<file path="src/core/fdcc_pkg.sv">
/*
 * fdcc_pkg: constants and carrier types for the FIFO cascade controller.
 * Assumes a 200 MHz system clock; all chain pins are external and asynchronous.
 */
package fdcc_pkg;

  // ***************************************************************
  // register map (Avalon-MM word addresses, byte address = 4 * index)
  // ***************************************************************
  localparam logic [3:0] REG_CTRL      = 4'h0;
  localparam logic [3:0] REG_STATUS    = 4'h1;
  localparam logic [3:0] REG_WDATA     = 4'h2;
  localparam logic [3:0] REG_RDATA     = 4'h3;
  localparam logic [3:0] REG_TIMEOUT   = 4'h4;
  localparam logic [3:0] REG_LATENCY   = 4'h5;
  localparam logic [3:0] REG_ID        = 4'h6;

  // ctrl fields
  localparam int CTRL_MODE_BIT    = 0;   // 1 = passthrough series chain, 0 = daisy chain
  localparam int CTRL_RESET_BIT   = 1;   // holds chain master reset while set
  localparam int CTRL_LOAD_BIT    = 2;   // drives the common offset load line
  localparam int CTRL_FIRSTSEL_BIT = 3;  // pattern select: first_device_select level in passthrough reset
  localparam logic [31:0] CTRL_RESET_VALUE = 32'h0000_0002;

  // status fields
  localparam int ST_EMPTY_BIT     = 0;
  localparam int ST_FULL_BIT      = 1;
  localparam int ST_NEAR_EMPTY_BIT = 2;
  localparam int ST_NEAR_FULL_BIT = 3;
  localparam int ST_RDVALID_BIT   = 4;
  localparam int ST_LATE_OR_BIT   = 5;
  localparam int ST_LATE_IR_BIT   = 6;
  localparam int ST_BUSY_BIT      = 7;

  // arbitrary identity value
  localparam logic [31:0] ID_VALUE = 32'h00c0_ffee;

  // ***************************************************************
  // timing
  // ***************************************************************
  localparam int CLK_PERIOD_PS       = 5000;
  localparam int XFER_PERIOD_NS      = 10;
  localparam int WCLK_PERIOD_NS      = 10;
  localparam int RCLK_PERIOD_NS      = 10;
  localparam int FILL_XFER_PER_DEV   = 4;
  localparam int FILL_RCLK_TAIL      = 3;
  localparam int DRAIN_XFER_PER_DEV  = 3;
  localparam int DRAIN_WCLK_TAIL     = 2;
  localparam int SKEW_SLACK_CYCLES   = 4;
  localparam int RESET_HOLD_NS       = 50;
  localparam int RESET_HOLD_CYC      = (RESET_HOLD_NS * 1000 + CLK_PERIOD_PS - 1) / CLK_PERIOD_PS;

  // ***************************************************************
  // carriers
  // ***************************************************************
  typedef enum logic [1:0] {FDCC_DAISY, FDCC_PASS} fdcc_mode_t;

  typedef struct packed {
    logic empty;
    logic full;
    logic near_empty;
    logic near_full;
  } fdcc_flags_t;

  typedef struct packed {
    logic first_device_select;
    logic read_token_in;
    logic write_token_in;
  } fdcc_strap_t;

endpackage : fdcc_pkg

</file>
<file path="src/core/fdcc_ctrl.sv">
/*
 * fdcc_ctrl: controller outside a chain of FIFO devices, both daisy chain and series
 * (passthrough) chain. Writes words into the chain head, reads the tail, composes
 * chain flags and times the ripple latencies. Software reaches it over Avalon-MM.
 * Assumes chain pins are asynchronous to clk; write, read and transfer clocks of
 * the chain are generated outside at the periods given in fdcc_pkg.
 */
// Added by the designer: the Avalon-MM interface to the registers and the register offsets.
// What the document requires
// first device of a daisy chain gets first_device_select held low.
// every other daisy-chain device gets first_device_select held high.
// each write_token_out feeds next write_token_in, ring closing to first.
// each read_token_out feeds next read_token_in.
// all offset_load inputs driven from one common signal.
// half_level_flag is not meaningful in daisy chain; it is ignored.
// chain flags are OR of every device flag; near flags approximate.
// device registers empty/full once, near flags asynchronous, in daisy chain.
// series chain needs no glue; capacity is sum of device depths.
// passthrough mode is selected on every device during master reset.
// read clock of every series-chain device runs continuously.
// a valid word drives that device's output ready low.
// tail output ready low within (N-1)*4 transfer plus 3 read clocks.
// ripple latency only applies to the first word into an empty chain.
// a freed slot moves upstream; each gaining device drives input ready low.
// head input ready low within (N-1)*3 transfer plus 2 write clocks; drain watchdog uses the R13 budget.
// transfer clock tied to the faster of write and read clock.
// extra cycles allowed in budget when clock skew is not met.
// passthrough strap pattern (0,0,1) or (1,0,1) during reset.
// write_token_out marks writing a device's last location.
// read_token_out marks reading a device's last location.
// upstream output ready drives downstream write enable, and back, on transfer clock.
`timescale 1ns/10ps
module fdcc_ctrl #(
  parameter int N_DEV = 3,
  parameter int WIDTH = 18,
  parameter int RBUF  = 4
) (
  input  wire logic                   clk,
  input  wire logic                   reset,
  input  wire logic                   ce,
  // avalon-mm slave
  input  wire logic [5:0]             avs_address,
  input  wire logic                   avs_read,
  input  wire logic                   avs_write,
  input  wire logic [31:0]            avs_writedata,
  output logic      [31:0]            avs_readdata,
  output logic                        avs_waitrequest,
  // chain head (write side)
  output logic      [WIDTH-1:0]       chain_wdata,
  output logic                        chain_write_n,
  input  wire logic                   head_input_ready_flag_n,
  // chain tail (read side)
  input  wire logic [WIDTH-1:0]       chain_rdata,
  output logic                        chain_read_n,
  input  wire logic                   tail_output_ready_n,
  // chain control
  output logic                        chain_reset_n,
  output logic                        offset_load_n,
  output fdcc_pkg::fdcc_strap_t       strap [N_DEV],
  input  wire fdcc_pkg::fdcc_flags_t  dev_flags [N_DEV]
);

  // ***************************************************************
  // input synchronisers
  // ***************************************************************
  logic [1:0]        ir_sync, or_sync;
  logic [WIDTH-1:0]  rd_s1, rd_s2;
  fdcc_pkg::fdcc_flags_t fl_s1 [N_DEV];
  fdcc_pkg::fdcc_flags_t fl_s2 [N_DEV];

  always_ff @(posedge clk or posedge reset) begin
    if (reset) begin
      ir_sync <= 2'h3;
      or_sync <= 2'h3;
      rd_s1   <= '0;
      rd_s2   <= '0;
      for (int i = 0; i < N_DEV; i++) begin
        fl_s1[i] <= '0;
        fl_s2[i] <= '0;
      end
    end else if (ce) begin
      ir_sync <= {ir_sync[0], head_input_ready_flag_n};
      or_sync <= {or_sync[0], tail_output_ready_n};
      rd_s1   <= chain_rdata;
      rd_s2   <= rd_s1;
      for (int i = 0; i < N_DEV; i++) begin
        fl_s1[i] <= dev_flags[i];
        fl_s2[i] <= fl_s1[i];
      end
    end
  end

  wire head_ready = !ir_sync[1];
  wire tail_valid = !or_sync[1];

  // ***************************************************************
  // composite flags
  // ***************************************************************
  function automatic fdcc_pkg::fdcc_flags_t or_flags(input fdcc_pkg::fdcc_flags_t f [N_DEV]);
    fdcc_pkg::fdcc_flags_t acc;
    acc = '0;
    for (int i = 0; i < N_DEV; i++) begin
      acc = acc | f[i];
    end
    return acc;
  endfunction : or_flags

  wire fdcc_pkg::fdcc_flags_t chain_flags = or_flags(fl_s2);

  // ***************************************************************
  // control register and straps
  // ***************************************************************
  logic [31:0] ctrl;
  logic [31:0] timeout;
  wire         pass_mode = ctrl[fdcc_pkg::CTRL_MODE_BIT];
  wire         in_reset  = ctrl[fdcc_pkg::CTRL_RESET_BIT];

  assign chain_reset_n = !in_reset;
  assign offset_load_n = !ctrl[fdcc_pkg::CTRL_LOAD_BIT];

  always_comb begin
    for (int i = 0; i < N_DEV; i++) begin
      if (pass_mode) begin
        strap[i].first_device_select = ctrl[fdcc_pkg::CTRL_FIRSTSEL_BIT];
        strap[i].read_token_in       = 1'b0;
        strap[i].write_token_in      = 1'b1;
      end else begin
        strap[i].first_device_select = (i != 0);
        strap[i].read_token_in       = 1'b1;     // ring tokens R3 R4 wired outside
        strap[i].write_token_in      = 1'b1;
      end
    end
  end

  // ***************************************************************
  // write path to chain head
  // ***************************************************************
  logic             wpend;
  logic [1:0]       wr_gap;

  wire bus_wr = ce && avs_write && !avs_waitrequest;
  wire bus_rd = ce && avs_read  && !avs_waitrequest;
  // head ready is seen two stages late: hold off until it reflects the last word
  wire do_wr  = wpend && head_ready && !in_reset && wr_gap == 2'h0;

  assign chain_write_n = !do_wr;

  always_ff @(posedge clk or posedge reset) begin
    if (reset) begin
      wpend       <= 1'b0;
      chain_wdata <= '0;
      wr_gap      <= '0;
    end else if (ce) begin
      if (do_wr) begin
        wr_gap <= 2'h2;
      end else if (wr_gap != 2'h0) begin
        wr_gap <= wr_gap - 2'h1;
      end
      if (bus_wr && avs_address[3:0] == fdcc_pkg::REG_WDATA) begin
        wpend       <= 1'b1;
        chain_wdata <= avs_writedata[WIDTH-1:0];
      end else if (do_wr) begin
        wpend <= 1'b0;
      end
    end
  end

  // ***************************************************************
  // read path from chain tail into local buffer
  // ***************************************************************
  localparam int AW = $clog2(RBUF);
  logic [AW:0]      rb_wp, rb_rp;
  logic [WIDTH-1:0] rb_q;
  logic [1:0]       rd_gap;
  wire rb_full  = (rb_wp[AW] != rb_rp[AW]) && (rb_wp[AW-1:0] == rb_rp[AW-1:0]);
  wire rb_empty = (rb_wp == rb_rp);
  // tail flag and word arrive two stages late: wait until they show the state after the last read
  wire take     = tail_valid && !rb_full && !in_reset && chain_read_n && rd_gap == 2'h0;
  wire pop      = bus_rd && avs_address[3:0] == fdcc_pkg::REG_RDATA && !rb_empty;

  fdcc_word_mem #(.WIDTH(WIDTH), .DEPTH(RBUF)) u_rbuf (
    .clk     (clk),
    .ce      (ce),
    .wr_en   (take),
    .wr_addr (rb_wp[AW-1:0]),
    .wr_data (rd_s2),
    .rd_addr (rb_rp[AW-1:0]),
    .rd_data (rb_q)
  );

  always_ff @(posedge clk or posedge reset) begin
    if (reset) begin
      chain_read_n <= 1'b1;
      rb_wp        <= '0;
      rb_rp        <= '0;
      rd_gap       <= '0;
    end else if (ce) begin
      chain_read_n <= !take;
      if (take) begin
        rd_gap <= 2'h3;
      end else if (rd_gap != 2'h0) begin
        rd_gap <= rd_gap - 2'h1;
      end
      if (take) rb_wp <= rb_wp + 1'b1;
      if (pop)  rb_rp <= rb_rp + 1'b1;
    end
  end

  // ***************************************************************
  // ripple latency watchdogs
  // ***************************************************************
  logic [31:0] fill_cnt, drain_cnt, last_lat;
  logic        fill_run, drain_run, late_or, late_ir;
  logic        was_empty;

  always_ff @(posedge clk or posedge reset) begin
    if (reset) begin
      fill_cnt  <= '0;
      drain_cnt <= '0;
      fill_run  <= 1'b0;
      drain_run <= 1'b0;
      late_or   <= 1'b0;
      late_ir   <= 1'b0;
      last_lat  <= '0;
      was_empty <= 1'b1;
    end else if (ce) begin
      if (do_wr && was_empty && !tail_valid) begin
        fill_run <= 1'b1;
        fill_cnt <= '0;
      end else if (fill_run && tail_valid) begin
        fill_run <= 1'b0;
        last_lat <= fill_cnt;
      end else if (fill_run) begin
        fill_cnt <= fill_cnt + 32'h1;
        if (fill_cnt == timeout) late_or <= 1'b1;
      end
      was_empty <= chain_flags.empty || tail_valid ? !tail_valid : was_empty;
      if (take && !head_ready) begin
        drain_run <= 1'b1;
        drain_cnt <= '0;
      end else if (drain_run && head_ready) begin
        drain_run <= 1'b0;
      end else if (drain_run) begin
        drain_cnt <= drain_cnt + 32'h1;
        if (drain_cnt == timeout) late_ir <= 1'b1;
      end
      if (bus_wr && avs_address[3:0] == fdcc_pkg::REG_STATUS) begin
        late_or <= (fill_run && fill_cnt == timeout) ? 1'b1 : late_or & ~avs_writedata[fdcc_pkg::ST_LATE_OR_BIT];
        late_ir <= (drain_run && drain_cnt == timeout) ? 1'b1 : late_ir & ~avs_writedata[fdcc_pkg::ST_LATE_IR_BIT];
      end
    end
  end

  // default budget: (N-1)*4 xfer + 3 rclk, and slack for skew
  localparam int BUDGET_NS = (N_DEV - 1) * fdcc_pkg::FILL_XFER_PER_DEV * fdcc_pkg::XFER_PERIOD_NS
                           + fdcc_pkg::FILL_RCLK_TAIL * fdcc_pkg::RCLK_PERIOD_NS;
  localparam logic [31:0] BUDGET_CYC = 32'((BUDGET_NS * 1000) / fdcc_pkg::CLK_PERIOD_PS
                                       + fdcc_pkg::SKEW_SLACK_CYCLES + 4);

  // ***************************************************************
  // avalon slave: one wait state on reads, zero on writes
  // ***************************************************************
  logic rd_wait;
  assign avs_waitrequest = avs_read && !rd_wait;

  wire [7:0] status = {wpend, late_ir, late_or, !rb_empty, chain_flags.near_full,
                       chain_flags.near_empty, chain_flags.full, chain_flags.empty};

  wire [3:0]  ra = avs_address[3:0];
  wire [31:0] rsel = (ra == fdcc_pkg::REG_CTRL)    ? ctrl :
                     (ra == fdcc_pkg::REG_STATUS)  ? {24'h0, status} :
                     (ra == fdcc_pkg::REG_RDATA)   ? 32'(rb_q) :
                     (ra == fdcc_pkg::REG_TIMEOUT) ? timeout :
                     (ra == fdcc_pkg::REG_LATENCY) ? last_lat :
                     (ra == fdcc_pkg::REG_ID)      ? fdcc_pkg::ID_VALUE : 32'h0;

  always_ff @(posedge clk or posedge reset) begin
    if (reset) begin
      rd_wait      <= 1'b0;
      avs_readdata <= '0;
      ctrl         <= fdcc_pkg::CTRL_RESET_VALUE;
      timeout      <= '0;
    end else if (ce) begin
      rd_wait      <= avs_read && !rd_wait;
      if (avs_read && !rd_wait) avs_readdata <= rsel;
      if (bus_wr && ra == fdcc_pkg::REG_CTRL)    ctrl    <= avs_writedata;
      if (bus_wr && ra == fdcc_pkg::REG_TIMEOUT) timeout <= avs_writedata;
      if (timeout == 32'h0) timeout <= BUDGET_CYC;
    end
  end

  // ***************************************************************
  // checks
  // ***************************************************************
  chk_write_gated: assert property (@(posedge clk) disable iff (reset)
    !chain_write_n |-> head_ready && wpend ##1 chain_write_n [*2]) else $error("write issued without head ready");
  chk_read_gated: assert property (@(posedge clk) disable iff (reset)
    ce && take |=> !chain_read_n && !take ##1 !take [*2]) else $error("read not issued after valid word");
  chk_daisy_first: assert property (@(posedge clk) disable iff (reset)
    !pass_mode |-> !strap[0].first_device_select) else $error("first device not selected");
  chk_pass_strap: assert property (@(posedge clk) disable iff (reset)
    pass_mode |-> !strap[0].read_token_in && strap[0].write_token_in) else $error("bad passthrough strap");
  chk_load_common: assert property (@(posedge clk) disable iff (reset)
    offset_load_n == !ctrl[fdcc_pkg::CTRL_LOAD_BIT]) else $error("load line mismatch");
  chk_fill_late: assert property (@(posedge clk) disable iff (reset)
    ce && fill_run && fill_cnt == timeout |=> late_or) else $error("late fill not flagged");
  chk_drain_late: assert property (@(posedge clk) disable iff (reset)
    ce && drain_run && drain_cnt == timeout |=> late_ir) else $error("late drain not flagged");
  chk_reset_out: assert property (@(posedge clk) disable iff (reset)
    in_reset |-> chain_write_n && !chain_reset_n) else $error("write during chain reset");

endmodule : fdcc_ctrl

</file>
<file path="src/core/fdcc_word_mem.sv">
/*
 * fdcc_word_mem: small read buffer holding the last words taken from the chain.
 * Assumes one clock; read data come out of a register.
 */
`timescale 1ns/10ps
module fdcc_word_mem #(
  parameter int WIDTH = 18,
  parameter int DEPTH = 4
) (
  input  wire logic                     clk,
  input  wire logic                     ce,
  input  wire logic                     wr_en,
  input  wire logic [$clog2(DEPTH)-1:0] wr_addr,
  input  wire logic [WIDTH-1:0]         wr_data,
  input  wire logic [$clog2(DEPTH)-1:0] rd_addr,
  output logic      [WIDTH-1:0]         rd_data
);

  logic [WIDTH-1:0] store [DEPTH];

  always_ff @(posedge clk) begin
    if (ce && wr_en) begin
      store[wr_addr] <= wr_data;
    end
    if (ce) begin
      rd_data <= store[rd_addr];
    end
  end

endmodule : fdcc_word_mem

</file>
<file path="config.mk">
export PLATFORM = sky130hd
export DESIGN_NAME = fdcc_ctrl
export DESIGN_NICKNAME = d
export VERILOG_FILES = /design/src/core/fdcc_pkg.sv /design/src/core/fdcc_ctrl.sv /design/src/core/fdcc_word_mem.sv
export SDC_FILE = /design/constraint.sdc
export NUM_CORES = 1
export LEC_CHECK = 0
export BUFFER_PORTS_ARGS = -buffer_cell sky130_fd_sc_hd__buf_2
export CORE_AREA = 10 10 199 201
export DETAILED_ROUTE_END_ITERATION = 10
export DIE_AREA = 0 0 209 211
export PLACE_DENSITY = 0.79
export REMOVE_ABC_BUFFERS = 1
export SLEW_MARGIN = 20
export SYNTH_ARGS = -nofsm -noshare
export SYNTH_HDL_FRONTEND = slang
export SYNTH_SLANG_ARGS = --single-unit
export TNS_END_PERCENT = 5
</file>
<file path="constraint.sdc">
create_clock -name clk -period 13.33 [get_ports clk]
set_input_delay 3.3325 -clock clk [delete_from_list [all_inputs] [get_ports clk]]
set_output_delay 3.3325 -clock clk [all_outputs]
set_load 0.1 [all_outputs]
</file>
### Word-level counts from Yosys, hierarchy flattened

Memories as Yosys holds them, arrays and structs flattened. A register that Yosys moved wholly into a read port is not among the register bits.
Index checks and enable logic that the tools add are counted.

| operators by class | value |
|---|---|
| add/subtract/negate cells | 6 |
| reductions and logical operators | 73 |
| bitwise gates (word level) | 7 |
| equality and inequality tests | 17 |
| muxes and demuxes | 40 |

Operator list:

| cell | number |
|---|---|
| 32-bit two-way mux | 13 |
| 32-bit by 1-bit adder with 32-bit output (second input constant) | 2 |
| 32-bit == test | 2 |
| 32-bit logical NOT | 1 |
| 2-bit nonzero test | 14 |
| 1-bit logical AND | 27 |
| 24-bit two-way mux | 1 |
| 2-bit AND reduction | 12 |
| 1-bit two-way mux | 20 |
| 4-bit by 3-bit == test with 1-bit output (second input constant) | 3 |
| 1-bit logical NOT | 10 |
| 5-bit AND reduction | 2 |
| 3-bit AND reduction | 3 |
| 4-bit by 2-bit == test with 1-bit output (second input constant) | 2 |
| 2-bit two-way mux | 4 |
| 2-bit by 1-bit != test with 1-bit output (second input constant) | 4 |
| 4-bit bitwise OR | 2 |
| 3-bit by 1-bit adder with 3-bit output (second input constant) | 2 |
| 3-bit two-way mux | 2 |
| 4-bit by 1-bit == test with 1-bit output (second input constant) | 1 |
| 2-bit logical NOT | 2 |
| 4-bit logical NOT | 1 |
| 2-bit != test (second input constant) | 2 |
| 2-bit by 1-bit subtractor with 2-bit output (second input constant) | 2 |
| 6 further kinds | 9 |

| storage, ports and cells | value |
|---|---|
| input port bits | 75 |
| output and inout port bits | 64 |
| RAM bits | 72 |
| register bits after elaboration | 292 |
| memories kept | 1 |

Memory list:

| name | words | width | rd ports | clocked after memory_dff | wr ports | line | source |
|---|---|---|---|---|---|---|---|
| u_rbuf.store | 4 | 18 | 1 | 1 | 1 | fdcc_word_mem.sv:19 | `logic [WIDTH-1:0] store [DEPTH];` |

### Depth between registers and ports, before layout

Gate-level depths: netlist of run 1.

| logic depth | value |
|---|---|
| depth after elaboration | 10 |
| mapped depth | 9 |
| gate-level depth less buffers | 7 |

### By module

A second synthesis of run 1 with hierarchy kept.

| second synthesis, totals | value |
|---|---|
| cells, all modules | 1393 |
| area, all modules | 17361.7 µm² |

Modules (own cells, without submodules):

| module | area an instance (µm²) | cells each | sequential area each (µm²) | instances |
|---|---|---|---|---|
| fdcc_ctrl | 14143.6 | 1277 | 7315.8 | 1 |
| fdcc_word_mem | 3218.1 | 116 | 2702.6 | 1 |

### Worst setup path after synthesis of run 1

No wires, ideal clock.

| timing path | value |
|---|---|
| path type | input to output |
| start | input avs_read |
| end | output avs_waitrequest |
| stages | 1 |
| setup slack | 5.222 ns |
| arrival time | 4.776 ns |
| cells stage by stage | nor2b_1 |

| between the ends | value |
|---|---|
| cells in the longest elaborated chain, start to end | 1 |

RTL lines:

| what | line | source |
|---|---|---|
| start: declaration | fdcc_ctrl.sv:43 | `input wire logic avs_read,` |
| 1-bit logical AND | fdcc_ctrl.sv:264 | `assign avs_waitrequest = avs_read && !rd_wait;` |
| end: declaration | fdcc_ctrl.sv:47 | `output logic avs_waitrequest,` |

No other way between the ends.

### Worst setup path in the final report of run 1

Ends and elaborated chain as after synthesis.

==> results.sh, run 1 <==
export IMPL_status="finished, final reports clean"
export IMPL_insertion_delay_ps=540
export IMPL_cp_arrival_ps=4330
export IMPL_yosysUniqueCellTypes=63
export IMPL_cts_sinks=382
export IMPL_hold_path_class="reg2reg"
export IMPL_placed_cell_area_um2=18270
export IMPL_seq_area_frac_synth_pct=58.03
export IMPL_setup_tns_final_ps=0
export IMPL_synth_seq_cells=382
export IMPL_hold_violations=0
export IMPL_die_w_um=209
export IMPL_io_buffers=133
export IMPL_fin_ws_ps=5672
export IMPL_peakVddDrop_v=0.0001450
export IMPL_worstPathMaxFanout=4
export IMPL_num_rows=69
export IMPL_cts_buffer_depth=3
export IMPL_max_freq_ghz=0.1306
export IMPL_fin_area_um2=19750
export IMPL_pin_count=139
export IMPL_nNetsFinal=1623
export IMPL_p_per_area_nw_per_um2=161.9
export IMPL_h_tree_depth=2
export IMPL_cts_buffers=41
export IMPL_coreArea_um2=35400
export IMPL_final_common_cell="dfrtp_1"
export IMPL_drt_wirelength_per_cell_um=21.86
export IMPL_crit_path_start_kind="input port"
export IMPL_gp_congestion=0.8905
export IMPL_post_route_util_pct=55.79
export IMPL_synth_avg_cell_area_um2=11.97
export IMPL_finClkSkew_ps=25.72
export IMPL_globalRouteTotalUtil_pct=19.77
export IMPL_critPathKind="in2out"
export IMPL_finalMaxSlewViolations=0
export IMPL_crit_chain="buf_2, nor2b_1, buf_2"
export IMPL_synthCells=1442
export IMPL_crit_slowest_cell="buf_2"
export IMPL_cts_hold_buf=0
export IMPL_crit_required_ps=10000
export IMPL_cap_violations=0
export IMPL_route_detailed_drc=0
export IMPL_overflow=0
export IMPL_crit_family="buffers and inverters"
export IMPL_synth_edf_count=90
export IMPL_slew_headroom_pct=21.41
export IMPL_place_hpwl_um=29930
export IMPL_cts_resized=0
export IMPL_synth_top_area_cell="dfrtp_1"
export IMPL_die_area_um2=44100
export IMPL_async_reset_ff_share_pct=76.44
export IMPL_synthFlopType="dfrtp_1"
export IMPL_drive_above_1_share_pct=25.29
export IMPL_antenna_found_initial=2
export IMPL_power_leakage_uw=0.008285
export IMPL_drtIter0Drc=1086
export IMPL_vias=12080
export IMPL_start_util_pct=48.77
export IMPL_power_total_uw=3197
export IMPL_ant_nets=0
export IMPL_clk_pin_slew_ps=50
export IMPL_worstMarginPinSlew_ps=1179
export IMPL_setup_viol=0
export IMPL_worst_path_most_repeated_cell="buf_2"
export IMPL_viasPerCell=5.943
export IMPL_slowest_delay_ps=530
export IMPL_grt_max_degree=188
export IMPL_cts_tree="yes"
export IMPL_rsz0062_at_grt="no"
export IMPL_pre_cts_ws_ps=5708
export IMPL_syn_area_um2=17260
export IMPL_end_kind="primary output"
export IMPL_period_share_pct=57.45
export IMPL_dr_pass1_iters=6
export IMPL_cp_num_buf_inv=2
export IMPL_layout_common_cells="dfrtp_1 (285), mux2_2 (139), buf_2 (132)"
export IMPL_post_route_min_period_ps=7658
export IMPL_die_h_um=211
export IMPL_wirelength_um=44420
export IMPL_area_growth_pct=14.40
export IMPL_grt_pass1_wl_um=70260
export IMPL_yosys_top_cells_area="dfrtp_1 (41%), edfxtp_1 (16%), mux2_2 (9.1%)"
export IMPL_post_cts_buffers=0
export IMPL_first_global_vias=12480
export IMPL_cts_root_buf="clkbuf_16"
export IMPL_yosysWarnings=0
export IMPL_synth_top_area_share_pct=41.31
[worst min-delay path: stages (launching register included)]
cell and delay, ps:
dfrtp_1 330, nand2_1 50, o21ai_0 60
[flip-flops by register name, indices dropped and copies added (netlist names), 18 cells and up]
register        count
fill_cnt           32
rd_s1              18
timeout            32
ctrl               32
chain_wdata        18
drain_cnt          32
u_rbuf.rd_data     18
u_rbuf.store       72
last_lat           32
rd_s2              18
avs_readdata       32
[final cells by class]
| class | count | area [um2] |
|---|---|---|
| Timing Repair Buffer | 148 | 800.8 |
| Sequential cell | 382 | 10020 |
| Clock buffer | 52 | 1129 |
| Multi-Input combinational cell | 907 | 6648 |
| Clock inverter | 22 | 345.3 |
| Fill cell | 2885 | 15650 |
| Antenna cell | 1 | 2.502 |
| Tap cell | 461 | 576.8 |
| Inverter | 59 | 229.0 |
[report_power, final]
| part | total (uW) | internal [uW] | switching (uW) |
|---|---|---|---|
| sequential | 1430 | 1320 | 117 |
| combinational | 543 | 158 | 385 |
| clock | 1220 | 744 | 477 |
| total | 3200 | 2220 | 979 |
[metrics by stage]
step | cells | hold WS, ps
2_1_floorplan | 1348 | 449.3
4_1_cts | 2031 | 477.5
5_1_grt | 2032 | 497.8
3_3_place_gp | 1955 | 455.4
3_5_place_dp | 1957 | 462.0
6_report | 2032 | 474.6
[path summary, 6_finish.rpt]
kind                                                 endpoint  depth (start not counted)                    startpoint  slack [ps]
max in group asynchronous            drain_cnt[8]$_DFFE_PP0P_                          3                         reset        8830
worst max-delay path                          avs_waitrequest                          3                      avs_read        5670
min in group asynchronous                rd_s1[8]$_DFFE_PP0P_                          2                         reset        2930
worst min register to register   avs_readdata[18]$_DFFE_PP0P_                          2  avs_readdata[18]$_DFFE_PP0P_         470
worst min-delay path             avs_readdata[18]$_DFFE_PP0P_                          2  avs_readdata[18]$_DFFE_PP0P_         470
worst max register to register  u_rbuf.store[0][14]$_DFFE_PP_                          4          rb_rp[1]$_DFFE_PP0P_       10140
[routing by layer]
metal	global-route usage, %	up-vias	part of all wire, %
li1	-	5458	-
met1	24.62	6040	40
met2	33.44	478	49
met3	4.568	98	7.5
met4	6.450	2	3.1
met5	0	-	0.029
[cell usage after synthesis, drive strengths merged, types with 9 or more instances]
cell type / count
nand3: 26
a21oi: 77
nand4: 52
edfxtp: 90
nand2: 90
nor3: 14
a22oi: 11
o21ai: 113
mux4: 18
o31ai: 15
ha: 9
a21o: 11
buf: 30
or3: 29
nor2: 45
inv: 58
mux2: 139
a2bb2oi: 12
dfrtp: 285
clkbuf: 66
xnor2: 47
xor2: 39
or4: 20
nor4: 23
a22o: 20
and3: 10
[logic make-up after synthesis]
logic type	share of synthesized area (%)
AOI/OAI and AO/OA	10.47
xor gates and xnor gates	4.363
adders and majority gates	0.6523
buffers and inverters	3.667
DFF	58.03
muxes	11.76
other	0.02172
and+or+nand+nor	11.03
No activity file was read; power rests on OpenSTA's default activity.
==> run 2, diff against run 1 <==
Clock period 13.33 ns to 7.1 ns, I/O delays scaled along.
==> run 2 against run 1 <==
Effect of this change:
- clock skew fell by 3.3 ps
- sequential cell count did not move
- die area did not move
- non-clock buffer count fell by 1
- clock power rose by 80%
- power rose by 85%
- cell count barely moved
==> results.sh, run 2 (synthesis results as in run 1) <==
export IMPL_crit_path_start_kind="input port"
export IMPL_setup_worst_path_start="avs_read"
export IMPL_drive_above_1_share_pct=24.86
export IMPL_period_share_pct=63.38
export IMPL_hold_path_end="avs_readdata[20]$_DFFE_PP0P_"
export IMPL_cts_hold_buf=0
export IMPL_status="finished, final reports clean"
export IMPL_route_detailed_drc=0
export IMPL_finClkSkew_ps=22.39
export IMPL_io_buffers=133
export IMPL_crit_family="buffers and inverters"
export IMPL_layout_common_cells="dfrtp_1 (285), mux2_2 (139), buf_2 (132)"
export IMPL_fin_area_um2=19660
export IMPL_place_hpwl_um=29740
export IMPL_cp_arrival_ps=2730
export IMPL_r2r_cells=4
export IMPL_worstMarginPinSlew_ps=1141
export IMPL_overflow=0
export IMPL_grt_pass1_wl_um=69220
export IMPL_final_common_cell="dfrtp_1"
export IMPL_die_w_um=209
export IMPL_num_rows=69
export IMPL_reg2reg_slack_ps=3880
export IMPL_gp_congestion=0.9144
export IMPL_crit_chain="buf_2, nor2b_1, buf_2"
export IMPL_critPathKind="in2out"
export IMPL_largest_register_ffs=72
export IMPL_register_area_um2=10020
export IMPL_insertion_delay_ps=550
export IMPL_post_cts_buffers=0
export IMPL_fillCellCount=2884
export IMPL_post_route_min_period_ps=4500
export IMPL_die_area_um2=44100
export IMPL_placed_cell_area_um2=18260
export IMPL_multi_input_area_um2=6649
export IMPL_globalRouteTotalUtil_pct=19.38
export IMPL_p_per_area_nw_per_um2=300.5
export IMPL_first_global_vias=12390
export IMPL_cp_num_buf_inv=2
export IMPL_slew_headroom_pct=23.74
export IMPL_h_tree_depth=2
export IMPL_end_kind="primary output"
export IMPL_drtIter0Drc=961
export IMPL_rsz0062_at_grt="no"
export IMPL_finalMaxSlewViolations=0
export IMPL_cts_root_buf="clkbuf_16"
export IMPL_viasPerCell=5.959
export IMPL_coreArea_um2=35400
export IMPL_crit_required_ps=5330
export IMPL_grt_max_degree=171
export IMPL_hold_path_class="reg2reg"
export IMPL_cts_buffers=40
export IMPL_vias=12100
export IMPL_worstPathMaxFanout=4
export IMPL_reg2reg_to="u_rbuf.store[0][15]$_DFFE_PP_"
export IMPL_slowest_delay_ps=520
export IMPL_start_util_pct=48.77
export IMPL_max_freq_ghz=0.2222
export IMPL_largest_register="u_rbuf.store"
export IMPL_antenna_found_initial=1
export IMPL_clk_pin_slew_ps=60
export IMPL_power_leakage_uw=0.008246
export IMPL_cts_buffer_depth=3
export IMPL_r2r_start="rb_rp[1]$_DFFE_PP0P_"
export IMPL_nNetsFinal=1621
export IMPL_cts_sinks=382
export IMPL_area_growth_pct=13.87
export IMPL_crit_slowest_cell="buf_2"
export IMPL_drt_wirelength_per_cell_um=21.39
export IMPL_pin_count=139
export IMPL_cap_violations=0
export IMPL_wirelength_um=43450
export IMPL_worst_path_most_repeated_cell="buf_2"
export IMPL_die_h_um=211
export IMPL_peakVddDrop_v=0.0002271
export IMPL_ant_nets=0
export IMPL_cts_tree="yes"
export IMPL_cts_resized=0
export IMPL_hp_start="avs_readdata[20]$_DFFE_PP0P_"
export IMPL_holdPathStages=2
export IMPL_setup_viol=0
export IMPL_power_total_uw=5907
export IMPL_dr_pass1_iters=5
export IMPL_hold_violations=0
## run 2: power breakdown
group	internal, uW	switching [uW]	total [uW]
clock network	1330	875	2200
registers	2470	214	2690
logic	295	720	1020
total	4100	1810	5910
## run 2: how the worst max path moves through the flow
stage	end	depth (start not counted)
floorplan	avs_readdata[0]$_DFFE_PP0P_	1
global placement	timeout[15]$_DFFE_PP0P_	6
detailed placement	last_lat[22]$_DFFE_PP0P_	6
CTS	avs_waitrequest	3
global route	avs_waitrequest	3
finish	avs_waitrequest	3
## run 2: cell type report
type	instances	area share, %
diodes	1	0.01273
inverters	59	1.165
well taps	461	2.934
repair buffers	147	3.997
flip-flops and latches	382	50.97
clock inverters	15	1.178
clock buffers	59	5.920
multi-input cells	907	33.83
## run 2: routing by layer
metal	global-route usage [%]	wire, um	vias to the layer above	part of all wire, %
met5	0	0	-	0
met4	7.889	1717	0	4.0
met3	3.548	3096	101	7.1
met2	31.88	20730	497	48
met1	24.90	17910	6045	41
li1	-	-	5460	-
## run 2: per-stage QoR
step	setup WS [ps]	hold slack (ps)	setup TNS (ps)	utilization [%]	std cells
4_1_cts	2594	477.4	0	55.52	2030
5_1_grt	2545	496.9	0	55.53	2031
6_report	2600	472.8	0	55.53	2031
3_3_place_gp	2418	455.5	0	51.58	1956
2_1_floorplan	-2726	449.3	-779840	-	1348
3_5_place_dp	2503	464.3	0	51.58	1956
## run 2: worst min-delay path, stage by stage (launching register included)
cell and delay (ps):
dfrtp_1 340, nand2_1 40, o21ai_0 60
